[src/rtl/stepper_params.svh]
// Constants for the stepper pulse sequencer
`ifndef STEPPER_PARAMS_SVH
`define STEPPER_PARAMS_SVH
// ------------------------------------------------------------
// Register byte offsets
// ------------------------------------------------------------
`define OFS_START 8'h00
`define OFS_STATUS 8'h04
`define OFS_CMPA 8'h08
`define OFS_TIMER 8'h0c
`define OFS_OUTPUT 8'h10
`define OFS_STEPS 8'h14
`define OFS_STOPWORD 8'h18
`define OFS_PERIOD0 8'h20
`define OFS_PATTERN0 8'h40
// ------------------------------------------------------------
// Reset and setup values
// ------------------------------------------------------------
`define MODE_RST 3'h1
`define POD_RST 8'h09
`define NDE_VAL 8'h0f
`define PCR_VAL 8'he4
`define PMR_VAL 8'hff
`define NDR_RST 8'hfc
`define CNT_RST 16'h0065
`define CMPA_RST 16'h0064
`define CMPB_RST 16'hff00
`define TIER_VAL 8'h41
`define ACT_RST 8'h20
`define START_VAL 8'h01
`define FLAG_A_CLR 8'hfe
`define PAT_CNT 16'h0404
`define ACCEL_RST 4'h8
`define CRUISE_RST 8'h10
`define STOP_CNT_RST 8'h04
`define STOP_WORD_RST 16'h8000
// ------------------------------------------------------------
// Transfer mode values and field positions
// ------------------------------------------------------------
`define XM_PAT_FWD 8'h86
`define XM_PAT_REV 8'hc6
`define XM_PAT_STOP 8'h06
`define XM_PER_UP 8'h81
`define XM_PER_CONST 8'h01
`define XM_PER_DOWN 8'hc1
`define XM_PER_STOP 8'h10
`define SM_INC 2'b10
`define SM_DEC 2'b11
`define SM_FIX 2'b00
`define ACT_BIT 5
`define TIER_A_BIT 0
`define PMR_NOV_BIT 0
`define PMR_INV_BIT 4
`define PAT_LAST 2'h3
`define MODE_STOP_F 3'h3
`define MODE_STOP_R 3'h7
`endif

[src/rtl/stepper_pkg.sv]
// Types for the stepper pulse sequencer
package stepper_pkg;
	typedef enum logic [1:0] {ST_IDLE, ST_PAT, ST_PER, ST_SVC} xfer_state_t;
	typedef struct packed {
		logic [7:0] xmode;
		logic [2:0] src;
		logic [7:0] count;
		logic from_stop;
	} descriptor_t;
endpackage

[src/rtl/stepper_pulse_sequencer.sv]
// Stepper pulse sequencer with compare timer, chained transfers and mode sequencer
//
// Overview of operation
// RL1: Mode selector resets to forward constant, one.
// RL2: Forward modes advance 0,1,2,3 per run.
// RL3: Forward stop goes to reverse 4..7.
// RL4: Reverse stop wraps to forward speed-up 0.
// RL5: Service re-arms activation bit 5, clears flag A.
// RL6: Output data starts at pattern 09.
// RL7: Next-data enable 0F, only bits 3..0.
// RL8: Output trigger is channel 0 compare match.
// RL9: Direct output and non-overlap for all groups.
// RL10: Next-data preloaded with FC before start.
// RL11: Timer count preloaded with 0065.
// RL12: Forward pattern source is table entry 0.
// RL13: Mode 86: incrementing repeat byte source.
// RL14: Pattern counts 0404: repeat four, count four.
// RL15: Speed-up period source entry 0, mode 81.
// RL16: Period word goes to compare B.
// RL17: Compare B starts at FF00.
// RL18: Timer enable 41 lets flag A request.
// RL19: Counting starts only on start write 01.
// RL20: Slow-down period from last entry, mode C1.
// RL21: Constant speed holds last entry, cruise count.
// RL22: Reverse pattern from entry 3, mode C6.
// RL23: Trigger copies only enabled next-data bits.
// RL24: Mode codes: 0-2 fwd, 3 stop, 4-6 rev, 7 stop.
// RL25: Pattern then period per match; reload at zero.
// RL26: Stop modes hold pattern, repeat stop word.
//
// The Wishbone register port and the address map were left to the implementer.
`timescale 1ns/1ps
`include "stepper_params.svh"
`default_nettype none
module stepper_pulse_sequencer (
	input wire logic clk_i,
	input wire logic rst_i,
	input wire logic wb_cyc_i,
	input wire logic wb_stb_i,
	input wire logic wb_we_i,
	input wire logic [31:0] wb_adr_i,
	input wire logic [3:0] wb_sel_i,
	input wire logic [31:0] wb_dat_i,
	output logic [31:0] wb_dat_o,
	output logic wb_ack_o,
	output logic [3:0] pulse_o,
	output logic [2:0] mode_o
);
	// ------------------------------------------------------------
	// State
	// ------------------------------------------------------------
	stepper_pkg::xfer_state_t state_r;
	stepper_pkg::descriptor_t pat_r, per_r, pat_nxt, per_nxt;
	logic [2:0] motor_mode_selector_r;
	logic [7:0] pulse_output_data_r, next_pattern_data_r;
	logic [7:0] transfer_activation_enable_r, timer_flag_status_r;
	logic [7:0] pat_rpt_r;
	logic [15:0] timer_count_r, compare_a_r, compare_b_register_r, stop_word_r;
	logic timer_start_control_r;
	logic [3:0] accel_step_count_r;
	logic [7:0] cruise_step_count_r, stop_count_r;
	logic [15:0] period_tbl_r [0:7];
	logic [7:0] pattern_tbl_r [0:3];
	logic [31:0] rdata_nxt;
	// ------------------------------------------------------------
	// Fixed register settings
	// ------------------------------------------------------------
	localparam logic [7:0] TIER_SET = `TIER_VAL;
	localparam logic [7:0] PCR_SET = `PCR_VAL;
	localparam logic [7:0] PMR_SET = `PMR_VAL;
	localparam logic [15:0] PAT_COUNTS = `PAT_CNT;
	// ------------------------------------------------------------
	// Decode
	// ------------------------------------------------------------
	wire logic bus_req = wb_cyc_i && wb_stb_i && !wb_ack_o;
	wire logic bus_wr = bus_req && wb_we_i;
	wire logic [7:0] ofs = {wb_adr_i[7:2], 2'b00};
	wire logic [15:0] wmask = {{8{wb_sel_i[1]}}, {8{wb_sel_i[0]}}};
	wire logic in_period = (ofs >= `OFS_PERIOD0) && (ofs < `OFS_PATTERN0);
	wire logic in_pattern = (ofs >= `OFS_PATTERN0) && (ofs < (`OFS_PATTERN0 + 8'h10));
	wire logic [2:0] per_sel = wb_adr_i[4:2];
	wire logic [1:0] pat_sel = wb_adr_i[3:2];
	wire logic [2:0] last_period = 3'(accel_step_count_r - 4'h1);
	wire logic cmpa_match = timer_start_control_r && (timer_count_r == compare_a_r);
	wire logic cmpb_match = timer_start_control_r && (timer_count_r == compare_b_register_r);
	wire logic xfer_go = cmpa_match && TIER_SET[`TIER_A_BIT]
		&& transfer_activation_enable_r[`ACT_BIT] && (state_r == stepper_pkg::ST_IDLE); // see RL18
	wire logic [7:0] enabled_next = next_pattern_data_r & `NDE_VAL; // see RL7
	wire logic [1:0] pat_idx = pat_r.src[1:0];
	wire logic [2:0] pat_restart = (pat_r.xmode[7:6] == `SM_DEC) ? {1'b0, `PAT_LAST}
		: ((pat_r.xmode[7:6] == `SM_INC) ? 3'h0 : pat_r.src); // see RL26
	wire logic [15:0] per_word = per_r.from_stop ? stop_word_r : period_tbl_r[per_r.src];
	wire logic pat_last = (pat_r.count <= 8'h01);
	wire logic per_last = (per_r.count <= 8'h01);
	wire logic [2:0] mode_next = 3'(motor_mode_selector_r + 3'h1); // see RL2 RL3 RL4
	wire logic reverse = motor_mode_selector_r[2]; // see RL24
	wire logic is_stop = (motor_mode_selector_r == `MODE_STOP_F)
		|| (motor_mode_selector_r == `MODE_STOP_R); // see RL24
	// ------------------------------------------------------------
	// Descriptor reload for the current mode
	// ------------------------------------------------------------
	always_comb begin
		pat_nxt = '0;
		per_nxt = '0;
		pat_nxt.count = PAT_COUNTS[7:0]; // see RL14
		if (is_stop) begin
			pat_nxt.src = {1'b0, `PAT_LAST};
			pat_nxt.xmode = `XM_PAT_STOP;
			per_nxt.from_stop = 1'b1;
			per_nxt.xmode = `XM_PER_STOP;
			per_nxt.count = stop_count_r; // see RL26
		end else begin
			pat_nxt.src = reverse ? {1'b0, `PAT_LAST} : 3'h0; // see RL12 RL22
			pat_nxt.xmode = reverse ? `XM_PAT_REV : `XM_PAT_FWD; // see RL13 RL22
			case (motor_mode_selector_r[1:0])
				2'h0: begin
					per_nxt.src = 3'h0;
					per_nxt.xmode = `XM_PER_UP; // see RL15
					per_nxt.count = {4'h0, accel_step_count_r};
				end
				2'h1: begin
					per_nxt.src = last_period;
					per_nxt.xmode = `XM_PER_CONST;
					per_nxt.count = cruise_step_count_r; // see RL21
				end
				default: begin
					per_nxt.src = last_period;
					per_nxt.xmode = `XM_PER_DOWN; // see RL20
					per_nxt.count = {4'h0, accel_step_count_r};
				end
			endcase
		end
	end
	// ------------------------------------------------------------
	// Timer channel
	// ------------------------------------------------------------
	always_ff @(posedge clk_i) begin
		if (rst_i) begin
			timer_count_r <= `CNT_RST; // see RL11
			timer_start_control_r <= 1'b0;
		end else begin
			if (bus_wr && ofs == `OFS_START && wb_sel_i[0])
				timer_start_control_r <= (wb_dat_i[7:0] == `START_VAL); // see RL19
			if (timer_start_control_r)
				timer_count_r <= cmpb_match ? 16'h0000 : 16'(timer_count_r + 16'h0001);
		end
	end
	// ------------------------------------------------------------
	// Flags and activation enable
	// ------------------------------------------------------------
	always_ff @(posedge clk_i) begin
		if (rst_i) begin
			timer_flag_status_r <= 8'h00;
			transfer_activation_enable_r <= `ACT_RST;
		end else begin
			if (state_r == stepper_pkg::ST_SVC) begin
				transfer_activation_enable_r[`ACT_BIT] <= 1'b1; // see RL5
				timer_flag_status_r <= (timer_flag_status_r & `FLAG_A_CLR)
					| {6'h00, cmpb_match, cmpa_match}; // see RL5
			end else begin
				if (state_r == stepper_pkg::ST_PER && per_last)
					transfer_activation_enable_r[`ACT_BIT] <= 1'b0;
				timer_flag_status_r <= timer_flag_status_r | {6'h00, cmpb_match, cmpa_match};
			end
		end
	end
	// ------------------------------------------------------------
	// Pulse output group
	// ------------------------------------------------------------
	always_ff @(posedge clk_i) begin
		if (rst_i) begin
			pulse_output_data_r <= `POD_RST; // see RL6
		end else if (cmpb_match && PCR_SET[1:0] == 2'b00) begin
			pulse_output_data_r <= (pulse_output_data_r & ~`NDE_VAL) | enabled_next; // see RL23 RL8
		end else if (cmpa_match && PMR_SET[`PMR_NOV_BIT]) begin
			pulse_output_data_r <= pulse_output_data_r & ~(`NDE_VAL & ~next_pattern_data_r); // see RL9
		end
	end
	// ------------------------------------------------------------
	// Transfer engine and mode sequencer
	// ------------------------------------------------------------
	always_ff @(posedge clk_i) begin
		if (rst_i) begin
			state_r <= stepper_pkg::ST_IDLE;
			motor_mode_selector_r <= `MODE_RST; // see RL1
			next_pattern_data_r <= `NDR_RST; // see RL10
			compare_b_register_r <= `CMPB_RST; // see RL17
			pat_rpt_r <= PAT_COUNTS[15:8];
			pat_r <= '{xmode: `XM_PAT_FWD, src: 3'h0, count: PAT_COUNTS[7:0], from_stop: 1'b0};
			per_r <= '{xmode: `XM_PER_UP, src: 3'h0, count: {4'h0, `ACCEL_RST}, from_stop: 1'b0};
		end else begin
			case (state_r)
				stepper_pkg::ST_IDLE: begin
					if (xfer_go)
						state_r <= stepper_pkg::ST_PAT; // see RL25
				end
				stepper_pkg::ST_PAT: begin
					next_pattern_data_r <= pattern_tbl_r[pat_idx];
					if (pat_last) begin
						pat_r.count <= pat_rpt_r;
						pat_r.src <= pat_restart; // see RL26
					end else begin
						pat_r.count <= 8'(pat_r.count - 8'h01);
						if (pat_r.xmode[7:6] == `SM_INC)
							pat_r.src <= {1'b0, 2'(pat_idx + 2'h1)};
						else if (pat_r.xmode[7:6] == `SM_DEC)
							pat_r.src <= {1'b0, 2'(pat_idx - 2'h1)};
					end
					state_r <= stepper_pkg::ST_PER; // see RL25
				end
				stepper_pkg::ST_PER: begin
					compare_b_register_r <= per_word; // see RL16
					per_r.count <= 8'(per_r.count - 8'h01);
					if (per_r.xmode[7:6] == `SM_INC)
						per_r.src <= 3'(per_r.src + 3'h1);
					else if (per_r.xmode[7:6] == `SM_DEC)
						per_r.src <= 3'(per_r.src - 3'h1);
					state_r <= per_last ? stepper_pkg::ST_SVC : stepper_pkg::ST_IDLE; // see RL25
				end
				stepper_pkg::ST_SVC: begin
					pat_r <= pat_nxt;
					per_r <= per_nxt;
					pat_rpt_r <= PAT_COUNTS[15:8];
					motor_mode_selector_r <= mode_next; // see RL2 RL3 RL4
					state_r <= stepper_pkg::ST_IDLE;
				end
				default: state_r <= stepper_pkg::ST_IDLE;
			endcase
		end
	end
	// ------------------------------------------------------------
	// Register file
	// ------------------------------------------------------------
	always_ff @(posedge clk_i) begin
		if (rst_i) begin
			compare_a_r <= `CMPA_RST;
			stop_word_r <= `STOP_WORD_RST;
			accel_step_count_r <= `ACCEL_RST;
			cruise_step_count_r <= `CRUISE_RST;
			stop_count_r <= `STOP_CNT_RST;
			for (int i = 0; i < 8; i++)
				period_tbl_r[i] <= `CMPB_RST;
			for (int i = 0; i < 4; i++)
				pattern_tbl_r[i] <= `NDR_RST;
		end else if (bus_wr) begin
			if (ofs == `OFS_CMPA)
				compare_a_r <= (compare_a_r & ~wmask) | (wb_dat_i[15:0] & wmask);
			if (ofs == `OFS_STOPWORD)
				stop_word_r <= (stop_word_r & ~wmask) | (wb_dat_i[15:0] & wmask);
			if (ofs == `OFS_STEPS && wb_sel_i[0])
				accel_step_count_r <= wb_dat_i[3:0];
			if (ofs == `OFS_STEPS && wb_sel_i[1])
				cruise_step_count_r <= wb_dat_i[15:8];
			if (ofs == `OFS_STEPS && wb_sel_i[2])
				stop_count_r <= wb_dat_i[23:16];
			if (in_period)
				period_tbl_r[per_sel] <= (period_tbl_r[per_sel] & ~wmask) | (wb_dat_i[15:0] & wmask);
			if (in_pattern && wb_sel_i[0])
				pattern_tbl_r[pat_sel] <= wb_dat_i[7:0];
		end
	end
	always_comb begin
		rdata_nxt = 32'h0000_0000;
		if (in_period)
			rdata_nxt = {16'h0000, period_tbl_r[per_sel]};
		else if (in_pattern)
			rdata_nxt = {24'h00_0000, pattern_tbl_r[pat_sel]};
		else begin
			case (ofs)
				`OFS_START: rdata_nxt = {31'h0, timer_start_control_r};
				`OFS_STATUS: rdata_nxt = {8'h00, transfer_activation_enable_r,
					timer_flag_status_r, 3'h0, state_r, motor_mode_selector_r};
				`OFS_CMPA: rdata_nxt = {16'h0000, compare_a_r};
				`OFS_TIMER: rdata_nxt = {compare_b_register_r, timer_count_r};
				`OFS_OUTPUT: rdata_nxt = {`PMR_VAL, `PCR_VAL, next_pattern_data_r,
					pulse_output_data_r};
				`OFS_STEPS: rdata_nxt = {8'h00, stop_count_r, cruise_step_count_r,
					4'h0, accel_step_count_r};
				`OFS_STOPWORD: rdata_nxt = {16'h0000, stop_word_r};
				default: rdata_nxt = 32'h0000_0000;
			endcase
		end
	end
	always_ff @(posedge clk_i) begin
		if (rst_i) begin
			wb_ack_o <= 1'b0;
			wb_dat_o <= 32'h0000_0000;
			pulse_o <= 4'h0;
			mode_o <= 3'h0;
		end else begin
			wb_ack_o <= bus_req;
			wb_dat_o <= bus_req ? rdata_nxt : 32'h0000_0000;
			pulse_o <= PMR_SET[`PMR_INV_BIT] ? pulse_output_data_r[3:0]
				: ~pulse_output_data_r[3:0]; // see RL9
			mode_o <= motor_mode_selector_r;
		end
	end
endmodule
`default_nettype wire

[config.mk]
export PLATFORM = sky130hd
export DESIGN_NAME = stepper_pulse_sequencer
export DESIGN_NICKNAME = d
export VERILOG_FILES = /design/src/rtl/stepper_pkg.sv /design/src/rtl/stepper_pulse_sequencer.sv
export VERILOG_INCLUDE_DIRS = /design/src /design/src/rtl
export SDC_FILE = /design/constraint.sdc
export NUM_CORES = 1
export LEC_CHECK = 0
export ABC_AREA = 1
export ABC_CLOCK_PERIOD_IN_PS = 1970
export BUFFER_PORTS_ARGS = -buffer_cell sky130_fd_sc_hd__buf_4
export CELL_PAD_IN_SITES_DETAIL_PLACEMENT = 1
export CELL_PAD_IN_SITES_GLOBAL_PLACEMENT = 1
export CORE_MARGIN = 5
export CORE_UTILIZATION = 41
export DETAILED_ROUTE_END_ITERATION = 7
export PLACE_DENSITY = 0.74
export SLEW_MARGIN = 0
export SYNTH_ARGS = -nofsm -noshare
export SYNTH_HDL_FRONTEND = slang
export SYNTH_SLANG_ARGS = --single-unit
[constraint.sdc]
create_clock -name clk_i -period 1.97 [get_ports clk_i]
set_input_delay 0.197 -clock clk_i [delete_from_list [all_inputs] [get_ports clk_i]]
set_output_delay 0.197 -clock clk_i [all_outputs]
set_load 0.01 [all_outputs]
==> impl_metrics.prom, run 1 <==
# TYPE chip_impl_metric gauge
chip_impl_info{name="crit_chain",value="nor2_2 > nand2_1 > nor3_2 > inv_1 > nor2_1 > inv_2 > nor2_4 > inv_2 > nand2_1 > buf_6"} 1
chip_impl_metric{name="switching_share",unit="%"} 24.3
chip_impl_metric{name="register_area",unit="sq um"} 8290
chip_impl_metric{name="cts.repair_timing.setup_buffer_count",unit=""} 0
chip_impl_metric{name="first_pass_iters",unit=""} 5
chip_impl_metric{name="final_min_period_over_clock_period",unit="%"} 95.7
chip_impl_metric{name="synth_async_sr_flop_share",unit="%"} 0
chip_impl_metric{name="synth_edf_count",unit=""} 160
chip_impl_metric{name="cts_htree_levels",unit=""} 2
chip_impl_metric{name="p_sw",unit="mW"} 3.90
chip_impl_metric{name="fillerInstances",unit=""} 4985
chip_impl_metric{name="timing.final.setup_violations",unit=""} 0
chip_impl_metric{name="routed_wirelength",unit="microns"} 64600
chip_impl_metric{name="pre_cts_slack",unit="ns"} -0.0559
chip_impl_info{name="clock-root-buffer",value="sky130_fd_sc_hd__clkbuf_16"} 1
chip_impl_metric{name="synthesis.area_per_instance",unit="sq um"} 7.73
chip_impl_metric{name="dr_total_vias",unit=""} 16500
chip_impl_metric{name="detail_route.iter0.violations",unit=""} 1265
chip_impl_metric{name="vdd_drop_max",unit="mV"} 0.599
chip_impl_metric{name="max_freq",unit="MHz"} 530
chip_impl_metric{name="first_global_vias",unit=""} 17100
chip_impl_metric{name="worst_r2r_path_depth",unit=""} 10
chip_impl_metric{name="nNetsFinal",unit=""} 2459
chip_impl_metric{name="placementRows",unit=""} 74
chip_impl_metric{name="synth_seq_area_share",unit="%"} 49.1
chip_impl_info{name="commonest_register_cell_after_synthesis",value="sky130_fd_sc_hd__dfxtp_1"} 1
chip_impl_metric{name="cellPowerDensity",unit="nW/um^2"} 777
chip_impl_metric{name="seq_power_share",unit="%"} 46.0
chip_impl_metric{name="globalRouteTotalUtil",unit="%"} 28.3
chip_impl_metric{name="grt_antenna_before_repair",unit=""} 0
chip_impl_metric{name="cpPeakStageDelay",unit="ns"} 0.32
chip_impl_metric{name="crit_path_max_fanout",unit=""} 10
chip_impl_metric{name="grt_max_degree",unit=""} 74
chip_impl_metric{name="report.final.hold_viol_count",unit=""} 0
chip_impl_metric{name="synthesis.instances",unit=""} 2183
chip_impl_info{name="cp_slowest_cell",value="sky130_fd_sc_hd__dfxtp_1"} 1
chip_impl_metric{name="final.setup_skew",unit="ns"} 0.0270
chip_impl_metric{name="power_frac_comb",unit="%"} 6.8
chip_impl_metric{name="synthesis.yosys.warnings",unit=""} 0
chip_impl_metric{name="crit_arrival",unit="ns"} 2.16
chip_impl_metric{name="clkSlewWorstSetupHoldPaths",unit="ns"} 0.06
chip_impl_info{name="rsz_0062_raised_after_global_routing",value="no"} 1
chip_impl_metric{name="num_io_pins",unit=""} 113
chip_impl_metric{name="detailedPlacementHpwl",unit="microns"} 47900
chip_impl_metric{name="postPlaceCellArea",unit="sq um"} 19000
chip_impl_metric{name="worstPathBufferInverterCount",unit=""} 4
chip_impl_metric{name="core",unit="sq um"} 40700
chip_impl_metric{name="grt_remaining_overflow",unit=""} 0
chip_impl_metric{name="initial_utilization",unit="%"} 41.4
chip_impl_metric{name="synth.cell_area",unit="sq um"} 16900
chip_impl_metric{name="floorplan.die_area",unit="sq um"} 45300
chip_impl_metric{name="finish.instance_area",unit="sq um"} 20600
chip_impl_metric{name="required_worst_endpoint",unit="ns"} 2.25
chip_impl_metric{name="worstSetupPathDepth",unit=""} 10
chip_impl_metric{name="whs_path_depth",unit=""} 5
chip_impl_metric{name="gp_routability_congestion",unit=""} 0.939
chip_impl_info{name="status",value="completed"} 1
chip_impl_metric{name="fp.dieW",unit="microns"} 213
chip_impl_metric{name="multiInputGateArea",unit="sq um"} 7500
chip_impl_metric{name="max_slew.worst_pin.slew",unit="ns"} 0.698
chip_impl_metric{name="synthDistinctLibCells",unit=""} 47
chip_impl_info{name="end_kind",value="register"} 1
chip_impl_metric{name="finalNonFillerCells",unit=""} 2935
chip_impl_metric{name="layout-drive-gt1-share",unit="%"} 14.7
chip_impl_metric{name="dpl.cell_count",unit=""} 2838
chip_impl_info{name="tritoncts",value="yes"} 1
chip_impl_info{name="critPathKind",value="reg2reg"} 1
chip_impl_metric{name="port_buffers",unit=""} 77
chip_impl_metric{name="die_h",unit="microns"} 213
chip_impl_metric{name="slew_viol_final",unit=""} 0
chip_impl_metric{name="share_clk_of_total_power",unit="%"} 47.2
chip_impl_metric{name="antenna_cells_inserted",unit=""} 0
chip_impl_metric{name="cts_buffers",unit=""} 40
chip_impl_metric{name="max-clock-path-buffers",unit=""} 3
chip_impl_metric{name="r2r_slack",unit="ns"} 0.08
chip_impl_metric{name="post-route-drc-count",unit=""} 0
chip_impl_info{name="min_path_type",value="in2reg"} 1
chip_impl_metric{name="drt.antenna.violating_nets",unit=""} 0
chip_impl_info{name="cp-start-kind",value="register"} 1
chip_impl_metric{name="detail_route.vias_per_cell",unit=""} 5.63
chip_impl_metric{name="clock-sinks",unit=""} 334
chip_impl_metric{name="max_cap_violations",unit=""} 0
chip_impl_metric{name="global_route_wire_length_before_repair",unit="microns"} 99400
chip_impl_metric{name="setup_ws",unit="ns"} 0.0838
chip_impl_metric{name="p_total",unit="mW"} 16.0
chip_impl_metric{name="p_leak",unit="nW"} 8.23
chip_impl_metric{name="int_pwr",unit="mW"} 12.1
chip_impl_metric{name="synth_nets",unit=""} 2270
chip_impl_metric{name="synth.ff_latch_count",unit=""} 334
chip_impl_metric{name="timing.final.crit_period",unit="ns"} 1.89
chip_impl_info{name="critical_path.top_delay_family",value="simple AND/OR/NAND/NOR gates"} 1
chip_impl_metric{name="clock_latency",unit="ns"} 0.58
chip_impl_metric{name="wl_per_cell",unit="microns"} 22.0
chip_impl_metric{name="area_growth",unit="%"} 22.3
chip_impl_metric{name="maxSlewHeadroom",unit="%"} 53.4
per-layer routing:
layer,GRT usage [%],vias up,wire (microns)
met4,9.45,0,2050
met5,0,-,0
met2,48.8,526,31600
met3,3.63,105,3790
li1,-,7728,-
met1,36.8,8172,27100
power by group through the flow:
stage	Clock (mW)	Sequential, mW	Combinational, mW
floorplan	0	7.50	0.501
global placement	0	7.51	1.02
detailed placement	0	7.51	1.04
CTS	7.66	7.37	1.08
global route	7.97	7.37	1.16
finish	7.56	7.37	1.10
placed cells by master, fill, tap and decap left out, types with 24 or more instances in the layout:
master	Yosys	routed
sky130_fd_sc_hd__clkbuf_16	0	41
sky130_fd_sc_hd__o21ai_0	139	139
sky130_fd_sc_hd__dlygate4sd3_1	0	24
sky130_fd_sc_hd__dfxtp_1	174	172
sky130_fd_sc_hd__buf_4	7	192
sky130_fd_sc_hd__edfxtp_1	160	160
sky130_fd_sc_hd__a21oi_1	219	218
sky130_fd_sc_hd__nor2_1	201	196
sky130_fd_sc_hd__inv_1	166	165
sky130_fd_sc_hd__nand2_1	610	605
sky130_fd_sc_hd__nand3_1	188	188
cell families (layout without fill, tap and decap cells):
| group | after synthesis | in the layout | share of synthesized area [%] |
|---|---|---|---|
| adder cells (fa/ha/maj) | 14 | 14 | 1.08 |
| flip-flops | 334 | 334 | 49.1 |
| AND/OR/NAND/NOR | 1084 | 1084 | 27.4 |
| buffers and inverters | 284 | 504 | 6.74 |
| XOR/XNOR | 18 | 18 | 0.934 |
| AO/OA/AOI/OAI | 449 | 449 | 14.7 |
tightest hold or removal path, cell delays in order:
cell and delay [ns]:
sky130_fd_sc_hd__buf_4 0.13, sky130_fd_sc_hd__nand2_1 0.10, sky130_fd_sc_hd__nor2_4 0.06, sky130_fd_sc_hd__inv_2 0.14, sky130_fd_sc_hd__a21oi_1 0.09
timing repair:
action,4_1_cts,5_1_grt
pin swaps,0,1
resized for setup,1,13
hold buffers,24,0
endpoints found under the setup margin,164,81
endpoints found under the hold margin,43,0
path summary, 6_finish.rpt:
kind / end / startpoint
setup reg to reg: period_tbl_r[2][10]$_SDFFCE_PN1P_ / wb_ack_o$_SDFF_PP0_
hold / removal: stop_count_r[3]$_SDFFE_PP0P_ / wb_sel_i[2]
hold reg to reg: timer_flag_status_r[1]$_SDFF_PP0_ / timer_flag_status_r[1]$_SDFF_PP0_
setup / recovery: period_tbl_r[2][10]$_SDFFCE_PN1P_ / wb_ack_o$_SDFF_PP0_
cell type report:
class,instances,share of cell area (%)
Timing Repair Buffer,240,10.4
Sequential cell,334,40.2
Clock buffer,52,5.46
Clock inverter,21,0.946
Tap cell,532,3.23
Inverter,191,3.47
Multi-Input combinational cell,1565,36.3
synth_stat cells, drive strengths merged (2+ instances only):
| master | n | area [sq um] |
|---|---|---|
| nand3b | 13 | 97.6 |
| nor3 | 13 | 70.1 |
| nand4 | 21 | 131 |
| inv | 187 | 702 |
| nand3 | 195 | 1010 |
| a41oi | 2 | 17.5 |
| nand2 | 614 | 2310 |
| nor2 | 220 | 947 |
| a22oi | 18 | 135 |
| o21ai | 144 | 721 |
| clkinv | 4 | 15.0 |
| edfxtp | 160 | 4800 |
| buf | 47 | 246 |
| o211ai | 25 | 218 |
| o2111ai | 11 | 96.3 |
| or2 | 2 | 12.5 |
| a21oi | 219 | 1100 |
| nor4 | 2 | 12.5 |
| xnor2 | 6 | 52.6 |
| clkbuf | 46 | 174 |
| and3 | 3 | 18.8 |
| xor2 | 12 | 105 |
| ha | 13 | 163 |
| o21bai | 2 | 15.0 |
| o221ai | 2 | 17.5 |
| o22ai | 21 | 131 |
| dfxtp | 174 | 3480 |
metrics by stage:
| stage | utilization [%] | hold slack, ns | TNS [ns] |
|---|---|---|---|
| final | 50.7 | 0.188 | 0 |
| after global routing | 50.7 | 0.214 | 0 |
| after floorplan | - | 0.323 | -3.32 |
| after CTS | 50.6 | 0.164 | 0 |
| after global placement | 46.7 | 0.433 | 0 |
| after detailed placement | 46.7 | 0.421 | -1.02 |
No activity file was read; power rests on OpenSTA's default activity.
==> inputs of run 2 (changes only) <==
- ABC_CLOCK_PERIOD_IN_PS: 1970 -> 1780
- CORE_UTILIZATION: 41 -> 45
- PLACE_DENSITY: 0.74 -> 0.77
- clock period: 1.97 -> 1.78 ns (I/O delays scaled with it)
==> impl_metrics.prom, run 2 (synthesis results as in run 1) <==
# TYPE chip_impl_metric gauge
chip_impl_info{name="status",value="complete, but fails checks"} 1
chip_impl_info{name="failed_checks",value="setup timing"} 1
chip_impl_metric{name="power_frac_comb",unit="%"} 7.0
chip_impl_info{name="clock-root-buffer",value="sky130_fd_sc_hd__clkbuf_16"} 1
chip_impl_info{name="tritoncts",value="yes"} 1
chip_impl_metric{name="p_leak",unit="nW"} 8.60
chip_impl_info{name="mostFrequentLayoutCell",value="sky130_fd_sc_hd__nand2_1"} 1
chip_impl_info{name="cp-start-kind",value="register"} 1
chip_impl_metric{name="drt.antenna.violating_nets",unit=""} 0
chip_impl_metric{name="timing.final.setup_violations",unit=""} 1
chip_impl_metric{name="gp_routability_congestion",unit=""} 0.945
chip_impl_metric{name="nNetsFinal",unit=""} 2518
chip_impl_metric{name="grt_antenna_before_repair",unit=""} 0
chip_impl_metric{name="clock-sinks",unit=""} 334
chip_impl_info{name="layout.cells.most_common_list",value="599 x sky130_fd_sc_hd__nand2_1, 252 x sky130_fd_sc_hd__buf_4, 213 x sky130_fd_sc_hd__a21oi_1"} 1
chip_impl_metric{name="detail_route.vias_per_cell",unit=""} 5.81
chip_impl_metric{name="num_io_pins",unit=""} 113
chip_impl_metric{name="placementRows",unit=""} 71
chip_impl_metric{name="die_h",unit="microns"} 204
chip_impl_metric{name="detail_route.iter0.violations",unit=""} 1519
chip_impl_metric{name="p_sw",unit="mW"} 4.28
chip_impl_metric{name="postPlaceCellArea",unit="sq um"} 19400
chip_impl_info{name="rr_startpoint",value="motor_mode_selector_r[0]$_SDFFE_PP1P_"} 1
chip_impl_metric{name="grt_max_degree",unit=""} 53
chip_impl_info{name="hold_path_startpoint",value="wb_sel_i[2]"} 1
chip_impl_metric{name="antenna_cells_inserted",unit=""} 0
chip_impl_metric{name="fillerInstances",unit=""} 4523
chip_impl_metric{name="clock_latency",unit="ns"} 0.56
chip_impl_metric{name="routed_wirelength",unit="microns"} 67400
chip_impl_metric{name="pre_cts_slack",unit="ns"} -0.315
chip_impl_metric{name="cts_buffers",unit=""} 38
chip_impl_metric{name="wl_per_cell",unit="microns"} 23.0
chip_impl_metric{name="initial_utilization",unit="%"} 45.2
chip_impl_metric{name="seq_power_share",unit="%"} 44.4
chip_impl_metric{name="grt_remaining_overflow",unit=""} 0
chip_impl_metric{name="cellPowerDensity",unit="nW/um^2"} 861
chip_impl_metric{name="maxSlewHeadroom",unit="%"} 59.5
chip_impl_metric{name="timing.final.crit_period",unit="ns"} 1.78
chip_impl_metric{name="max_slew.worst_pin.slew",unit="ns"} 0.601
chip_impl_metric{name="finish.utilization",unit="%"} 57.1
chip_impl_metric{name="final_min_period_over_clock_period",unit="%"} 100
chip_impl_metric{name="finish.instance_area",unit="sq um"} 21300
chip_impl_info{name="rsz_0062_raised_after_global_routing",value="yes"} 1
chip_impl_metric{name="clkSlewWorstSetupHoldPaths",unit="ns"} 0.06
chip_impl_info{name="min_path_type",value="in2reg"} 1
chip_impl_info{name="critPathKind",value="reg2reg"} 1
chip_impl_metric{name="setup_ws",unit="ns"} -0.00454
chip_impl_info{name="worst_setup_path_startpoint",value="motor_mode_selector_r[0]$_SDFFE_PP1P_"} 1
chip_impl_metric{name="register_area",unit="sq um"} 8300
chip_impl_metric{name="area_growth",unit="%"} 26.4
chip_impl_metric{name="first_pass_iters",unit=""} 5
chip_impl_metric{name="tns",unit="ns"} -0.00454
chip_impl_metric{name="core",unit="sq um"} 37300
chip_impl_metric{name="fp.dieW",unit="microns"} 204
chip_impl_metric{name="post-route-drc-count",unit=""} 0
chip_impl_metric{name="multiInputGateArea",unit="sq um"} 7650
chip_impl_metric{name="globalRouteTotalUtil",unit="%"} 32.0
chip_impl_metric{name="cts_htree_levels",unit=""} 2
chip_impl_metric{name="floorplan.die_area",unit="sq um"} 41500
chip_impl_metric{name="detailedPlacementHpwl",unit="microns"} 49800
chip_impl_metric{name="crit_path_max_fanout",unit=""} 4
chip_impl_metric{name="port_buffers",unit=""} 77
chip_impl_metric{name="crit_arrival",unit="ns"} 2.24
chip_impl_metric{name="p_total",unit="mW"} 18.4
chip_impl_metric{name="max-clock-path-buffers",unit=""} 3
chip_impl_metric{name="vdd_drop_max",unit="mV"} 0.826
chip_impl_metric{name="first_global_vias",unit=""} 17900
chip_impl_metric{name="int_pwr",unit="mW"} 14.1
chip_impl_metric{name="max_cap_violations",unit=""} 0
chip_impl_metric{name="report.final.hold_viol_count",unit=""} 0
chip_impl_metric{name="global_route_wire_length_before_repair",unit="microns"} 104000
chip_impl_metric{name="dr_total_vias",unit=""} 17000
chip_impl_metric{name="max_freq",unit="MHz"} 560
chip_impl_info{name="end_kind",value="register"} 1
chip_impl_metric{name="share_clk_of_total_power",unit="%"} 48.6
chip_impl_metric{name="layout-drive-gt1-share",unit="%"} 18.7
chip_impl_metric{name="final.setup_skew",unit="ns"} 0.0203
chip_impl_metric{name="required_worst_endpoint",unit="ns"} 2.23
chip_impl_metric{name="switching_share",unit="%"} 23.3
chip_impl_metric{name="slew_viol_final",unit=""} 0
## run 2: changes by cell type in the layout (fill, tap and decap cells not counted), sizes merged
cell      before  now
bufinv         3    8
clkbuf        52   49
buf          216  275
clkinv        16   14
clkinvlp       3    4
inv          190  188
## run 2: power groups by stage
stage | Sequential (mW) | Clock (mW) | Combinational (mW)
3_3_place_gp | 8.31 | 0 | 1.14
4_1_cts | 8.15 | 8.99 | 1.23
3_5_place_dp | 8.32 | 0 | 1.17
6_report | 8.16 | 8.92 | 1.28
5_1_grt | 8.16 | 9.36 | 1.35
2_1_floorplan | 8.31 | 0 | 0.558
## run 2: layer usage
metal,track usage [%],wire (microns),part of all wire (%)
met5,0,0,0
met4,13.1,2860,4.2
met3,3.94,3980,5.9
met2,55.4,33100,49
met1,40.8,27500,41
## run 2: worst paths after layout
| kind | slack [ns] | end | depth (start not counted) |
|---|---|---|---|
| worst max-delay path | -0.005 | per_r[4]$_SDFFE_PP1P_ | 8 |
| worst min-delay path | 0.20 | stop_count_r[3]$_SDFFE_PP0P_ | 5 |
| worst max register to register | -0.005 | per_r[4]$_SDFFE_PP1P_ | 8 |
| worst min register to register | 0.48 | pulse_output_data_r[1]$_SDFFE_PP0P_ | 2 |
## run 2: repair_timing
item                       CTS  global route
cloned                       0             2
setup endpoints to repair  351           243
buffers inserted             0             3
resized for setup           22            47
hold buffers                24             0
pin swaps                    0             2
hold endpoints to repair    49             0
## run 2: through the flow
step,std cells,hold slack [ns]
final,2935,0.197
after CTS,2930,0.154
after detailed placement,2836,0.427
after floorplan,2183,0.304
after global placement,2836,0.411
after global routing,2935,0.203
## run 2: cell type report
type	count	share of cell area, %
Sequential cell	334	38.9
Multi-Input combinational cell	1565	35.9
Timing Repair Buffer	301	12.4
Clock buffer	47	5.11
Inverter	191	3.37
Tap cell	474	2.78
Clock inverter	23	1.57
## run 2: critical path: stages, from the launching register on
cell and delay [ns]:
sky130_fd_sc_hd__dfxtp_2 0.35, sky130_fd_sc_hd__buf_4 0.13, sky130_fd_sc_hd__ha_1 0.20, sky130_fd_sc_hd__inv_2 0.09, sky130_fd_sc_hd__or2_2 0.29, sky130_fd_sc_hd__a22oi_1 0.20, sky130_fd_sc_hd__o22ai_1 0.16, sky130_fd_sc_hd__o21ai_1 0.18
sky130_fd_sc_hd__nand2_1 0.07
==> inputs of run 3 (changes only) <==
- CORE_UTILIZATION: 45 -> 47
- CTS_BUF_LIST: default -> sky130_fd_sc_hd__clkbuf_8
- GPL_TIMING_DRIVEN: default -> 0
- PLACE_DENSITY: 0.77 -> 0.81
==> impl_metrics.prom, run 3 (synthesis results as in run 1) <==
# TYPE chip_impl_metric gauge
chip_impl_info{name="end_kind",value="register"} 1
chip_impl_metric{name="floorplan.die_area",unit="sq um"} 39800
chip_impl_metric{name="die_h",unit="microns"} 199
chip_impl_info{name="rsz_0062_raised_after_global_routing",value="yes"} 1
chip_impl_info{name="clock-root-buffer",value="sky130_fd_sc_hd__clkbuf_8"} 1
chip_impl_metric{name="layout-drive-gt1-share",unit="%"} 16.1
chip_impl_metric{name="first_pass_iters",unit=""} 6
chip_impl_metric{name="vdd_drop_max",unit="mV"} 0.758
chip_impl_info{name="mostFrequentLayoutCell",value="sky130_fd_sc_hd__nand2_1"} 1
chip_impl_info{name="critPathKind",value="in2reg"} 1
chip_impl_metric{name="detail_route.vias_per_cell",unit=""} 6.01
chip_impl_metric{name="clock-sinks",unit=""} 334
chip_impl_metric{name="fp.dieW",unit="microns"} 199
chip_impl_info{name="status",value="complete, but fails checks"} 1
chip_impl_metric{name="cts_buffers",unit=""} 58
chip_impl_metric{name="p_leak",unit="nW"} 8.02
chip_impl_metric{name="required_worst_endpoint",unit="ns"} 2.10
chip_impl_metric{name="num_io_pins",unit=""} 113
chip_impl_metric{name="dr_total_vias",unit=""} 17300
chip_impl_metric{name="port_buffers",unit=""} 72
chip_impl_metric{name="gp_routability_congestion",unit=""} 0.961
chip_impl_metric{name="globalRouteTotalUtil",unit="%"} 35.1
chip_impl_metric{name="final_min_period_over_clock_period",unit="%"} 104
chip_impl_metric{name="grt_remaining_overflow",unit=""} 0
chip_impl_metric{name="tns",unit="ns"} -6.47
chip_impl_metric{name="cts_htree_levels",unit=""} 2
chip_impl_metric{name="clock_latency",unit="ns"} 0.68
chip_impl_metric{name="grt_antenna_before_repair",unit=""} 0
chip_impl_metric{name="setup_ws",unit="ns"} -0.0768
chip_impl_metric{name="global_route_wire_length_before_repair",unit="microns"} 106000
chip_impl_metric{name="report.final.hold_viol_count",unit=""} 0
chip_impl_metric{name="grt_max_degree",unit=""} 17
chip_impl_metric{name="detailedPlacementHpwl",unit="microns"} 51500
chip_impl_metric{name="timing.final.crit_period",unit="ns"} 1.86
chip_impl_metric{name="cellPowerDensity",unit="nW/um^2"} 819
chip_impl_metric{name="antenna_cells_inserted",unit=""} 0
chip_impl_info{name="failed_checks",value="setup timing"} 1
chip_impl_metric{name="max-clock-path-buffers",unit=""} 3
chip_impl_metric{name="fillerInstances",unit=""} 4380
chip_impl_info{name="layout.cells.most_common_list",value="594 x sky130_fd_sc_hd__nand2_1, 215 x sky130_fd_sc_hd__a21oi_1, 186 x sky130_fd_sc_hd__nand3_1"} 1
chip_impl_metric{name="max_cap_violations",unit=""} 0
chip_impl_metric{name="placementRows",unit=""} 69
chip_impl_info{name="cp-start-kind",value="primary input"} 1
chip_impl_metric{name="max_slew.worst_pin.slew",unit="ns"} 0.957
chip_impl_metric{name="wl_per_cell",unit="microns"} 24.8
chip_impl_metric{name="crit_path_max_fanout",unit=""} 12
chip_impl_metric{name="area_growth",unit="%"} 20.0
chip_impl_metric{name="slew_viol_final",unit=""} 0
chip_impl_metric{name="detail_route.iter0.violations",unit=""} 1829
chip_impl_metric{name="first_global_vias",unit=""} 17800
chip_impl_metric{name="final.setup_skew",unit="ns"} 0.0267
chip_impl_metric{name="crit_arrival",unit="ns"} 2.17
chip_impl_metric{name="routed_wirelength",unit="microns"} 71500
chip_impl_metric{name="register_area",unit="sq um"} 8320
chip_impl_metric{name="timing.final.setup_violations",unit=""} 163
chip_impl_info{name="tritoncts",value="yes"} 1
chip_impl_metric{name="max_freq",unit="MHz"} 539
chip_impl_metric{name="p_total",unit="mW"} 16.6
chip_impl_metric{name="initial_utilization",unit="%"} 47.6
chip_impl_info{name="min_path_type",value="in2reg"} 1
chip_impl_metric{name="post-route-drc-count",unit=""} 0
chip_impl_metric{name="maxSlewHeadroom",unit="%"} 36.2
chip_impl_metric{name="multiInputGateArea",unit="sq um"} 7880
chip_impl_metric{name="nNetsFinal",unit=""} 2462
chip_impl_metric{name="clkSlewWorstSetupHoldPaths",unit="ns"} 0.07
chip_impl_metric{name="drt.antenna.violating_nets",unit=""} 0
chip_impl_metric{name="core",unit="sq um"} 35500
-- run 3: power by group --
group	internal (mW)	switching, mW
Sequential	8.10	0.0469
Combinational	0.312	0.891
Clock	3.74	3.48
Total	12.2	4.42
-- run 3: layout make-up --
type                            count  share of cell area, %
Sequential cell                   334                   41.1
Multi-Input combinational cell   1569                   38.9
Timing Repair Buffer              130                   5.22
Clock buffer                       64                   4.35
Inverter                          191                   3.78
Tap cell                          461                   2.85
Buffer                             91                   2.48
Clock inverter                     44                   1.33
-- run 3: path summary, 6_finish.rpt --
check                                                    startpoint                                  end  slack [ns]  cells after the start
worst max register to register                  wb_ack_o$_SDFF_PP0_     period_tbl_r[4][9]$_SDFFCE_PN1P_       -0.07                      9
worst max-delay path                                          rst_i        pattern_tbl_r[3][6]$_DFFE_PP_       -0.08                      6
worst min register to register  pulse_output_data_r[2]$_SDFFE_PP0P_                pulse_o[2]$_SDFF_PP0_        0.46                      2
worst min-delay path                                          rst_i  pulse_output_data_r[3]$_SDFFE_PP1P_        0.09                      5
-- run 3: critical path: stages --
cell	delay [ns]
sky130_fd_sc_hd__clkbuf_2	0.26
sky130_fd_sc_hd__inv_1	0.29
sky130_fd_sc_hd__buf_2	0.27
sky130_fd_sc_hd__clkbuf_2	0.38
sky130_fd_sc_hd__clkbuf_8	0.41
sky130_fd_sc_hd__nand2_1	0.38
-- run 3: metal layers --
metal,up-vias,GRT usage [%],routed length (microns),part of all wire (%)
li1,7745,-,-,-
met1,8482,43.8,27800,39
met2,860,58.8,34000,48
met3,248,4.89,5330,7.5
met4,0,19.7,4330,6.1
met5,-,0,0,0
-- run 3: per-stage QoR --
step                utilization (%)  hold WS, ns  instances  instance area, sq um  setup slack, ns
floorplan                         -        0.304       2183                 16900          -0.0579
detailed placement             50.8        0.431       2716                 18000            -1.43
finish                         57.1       0.0869       2884                 20200          -0.0768
CTS                            56.4       0.0273       2877                 20000          0.00359
global placement               50.8        0.414       2716                 18000            -1.39
global route                   57.1        0.113       2884                 20200           -0.116
-- run 3: timing repair --
item,in CTS,in global routing
setup buffers,24,6
hold endpoints to repair,86,0
cloned,3,2
pin swaps,15,10
resized for setup,108,79
hold buffers,27,0
endpoints found under the setup margin,427,283
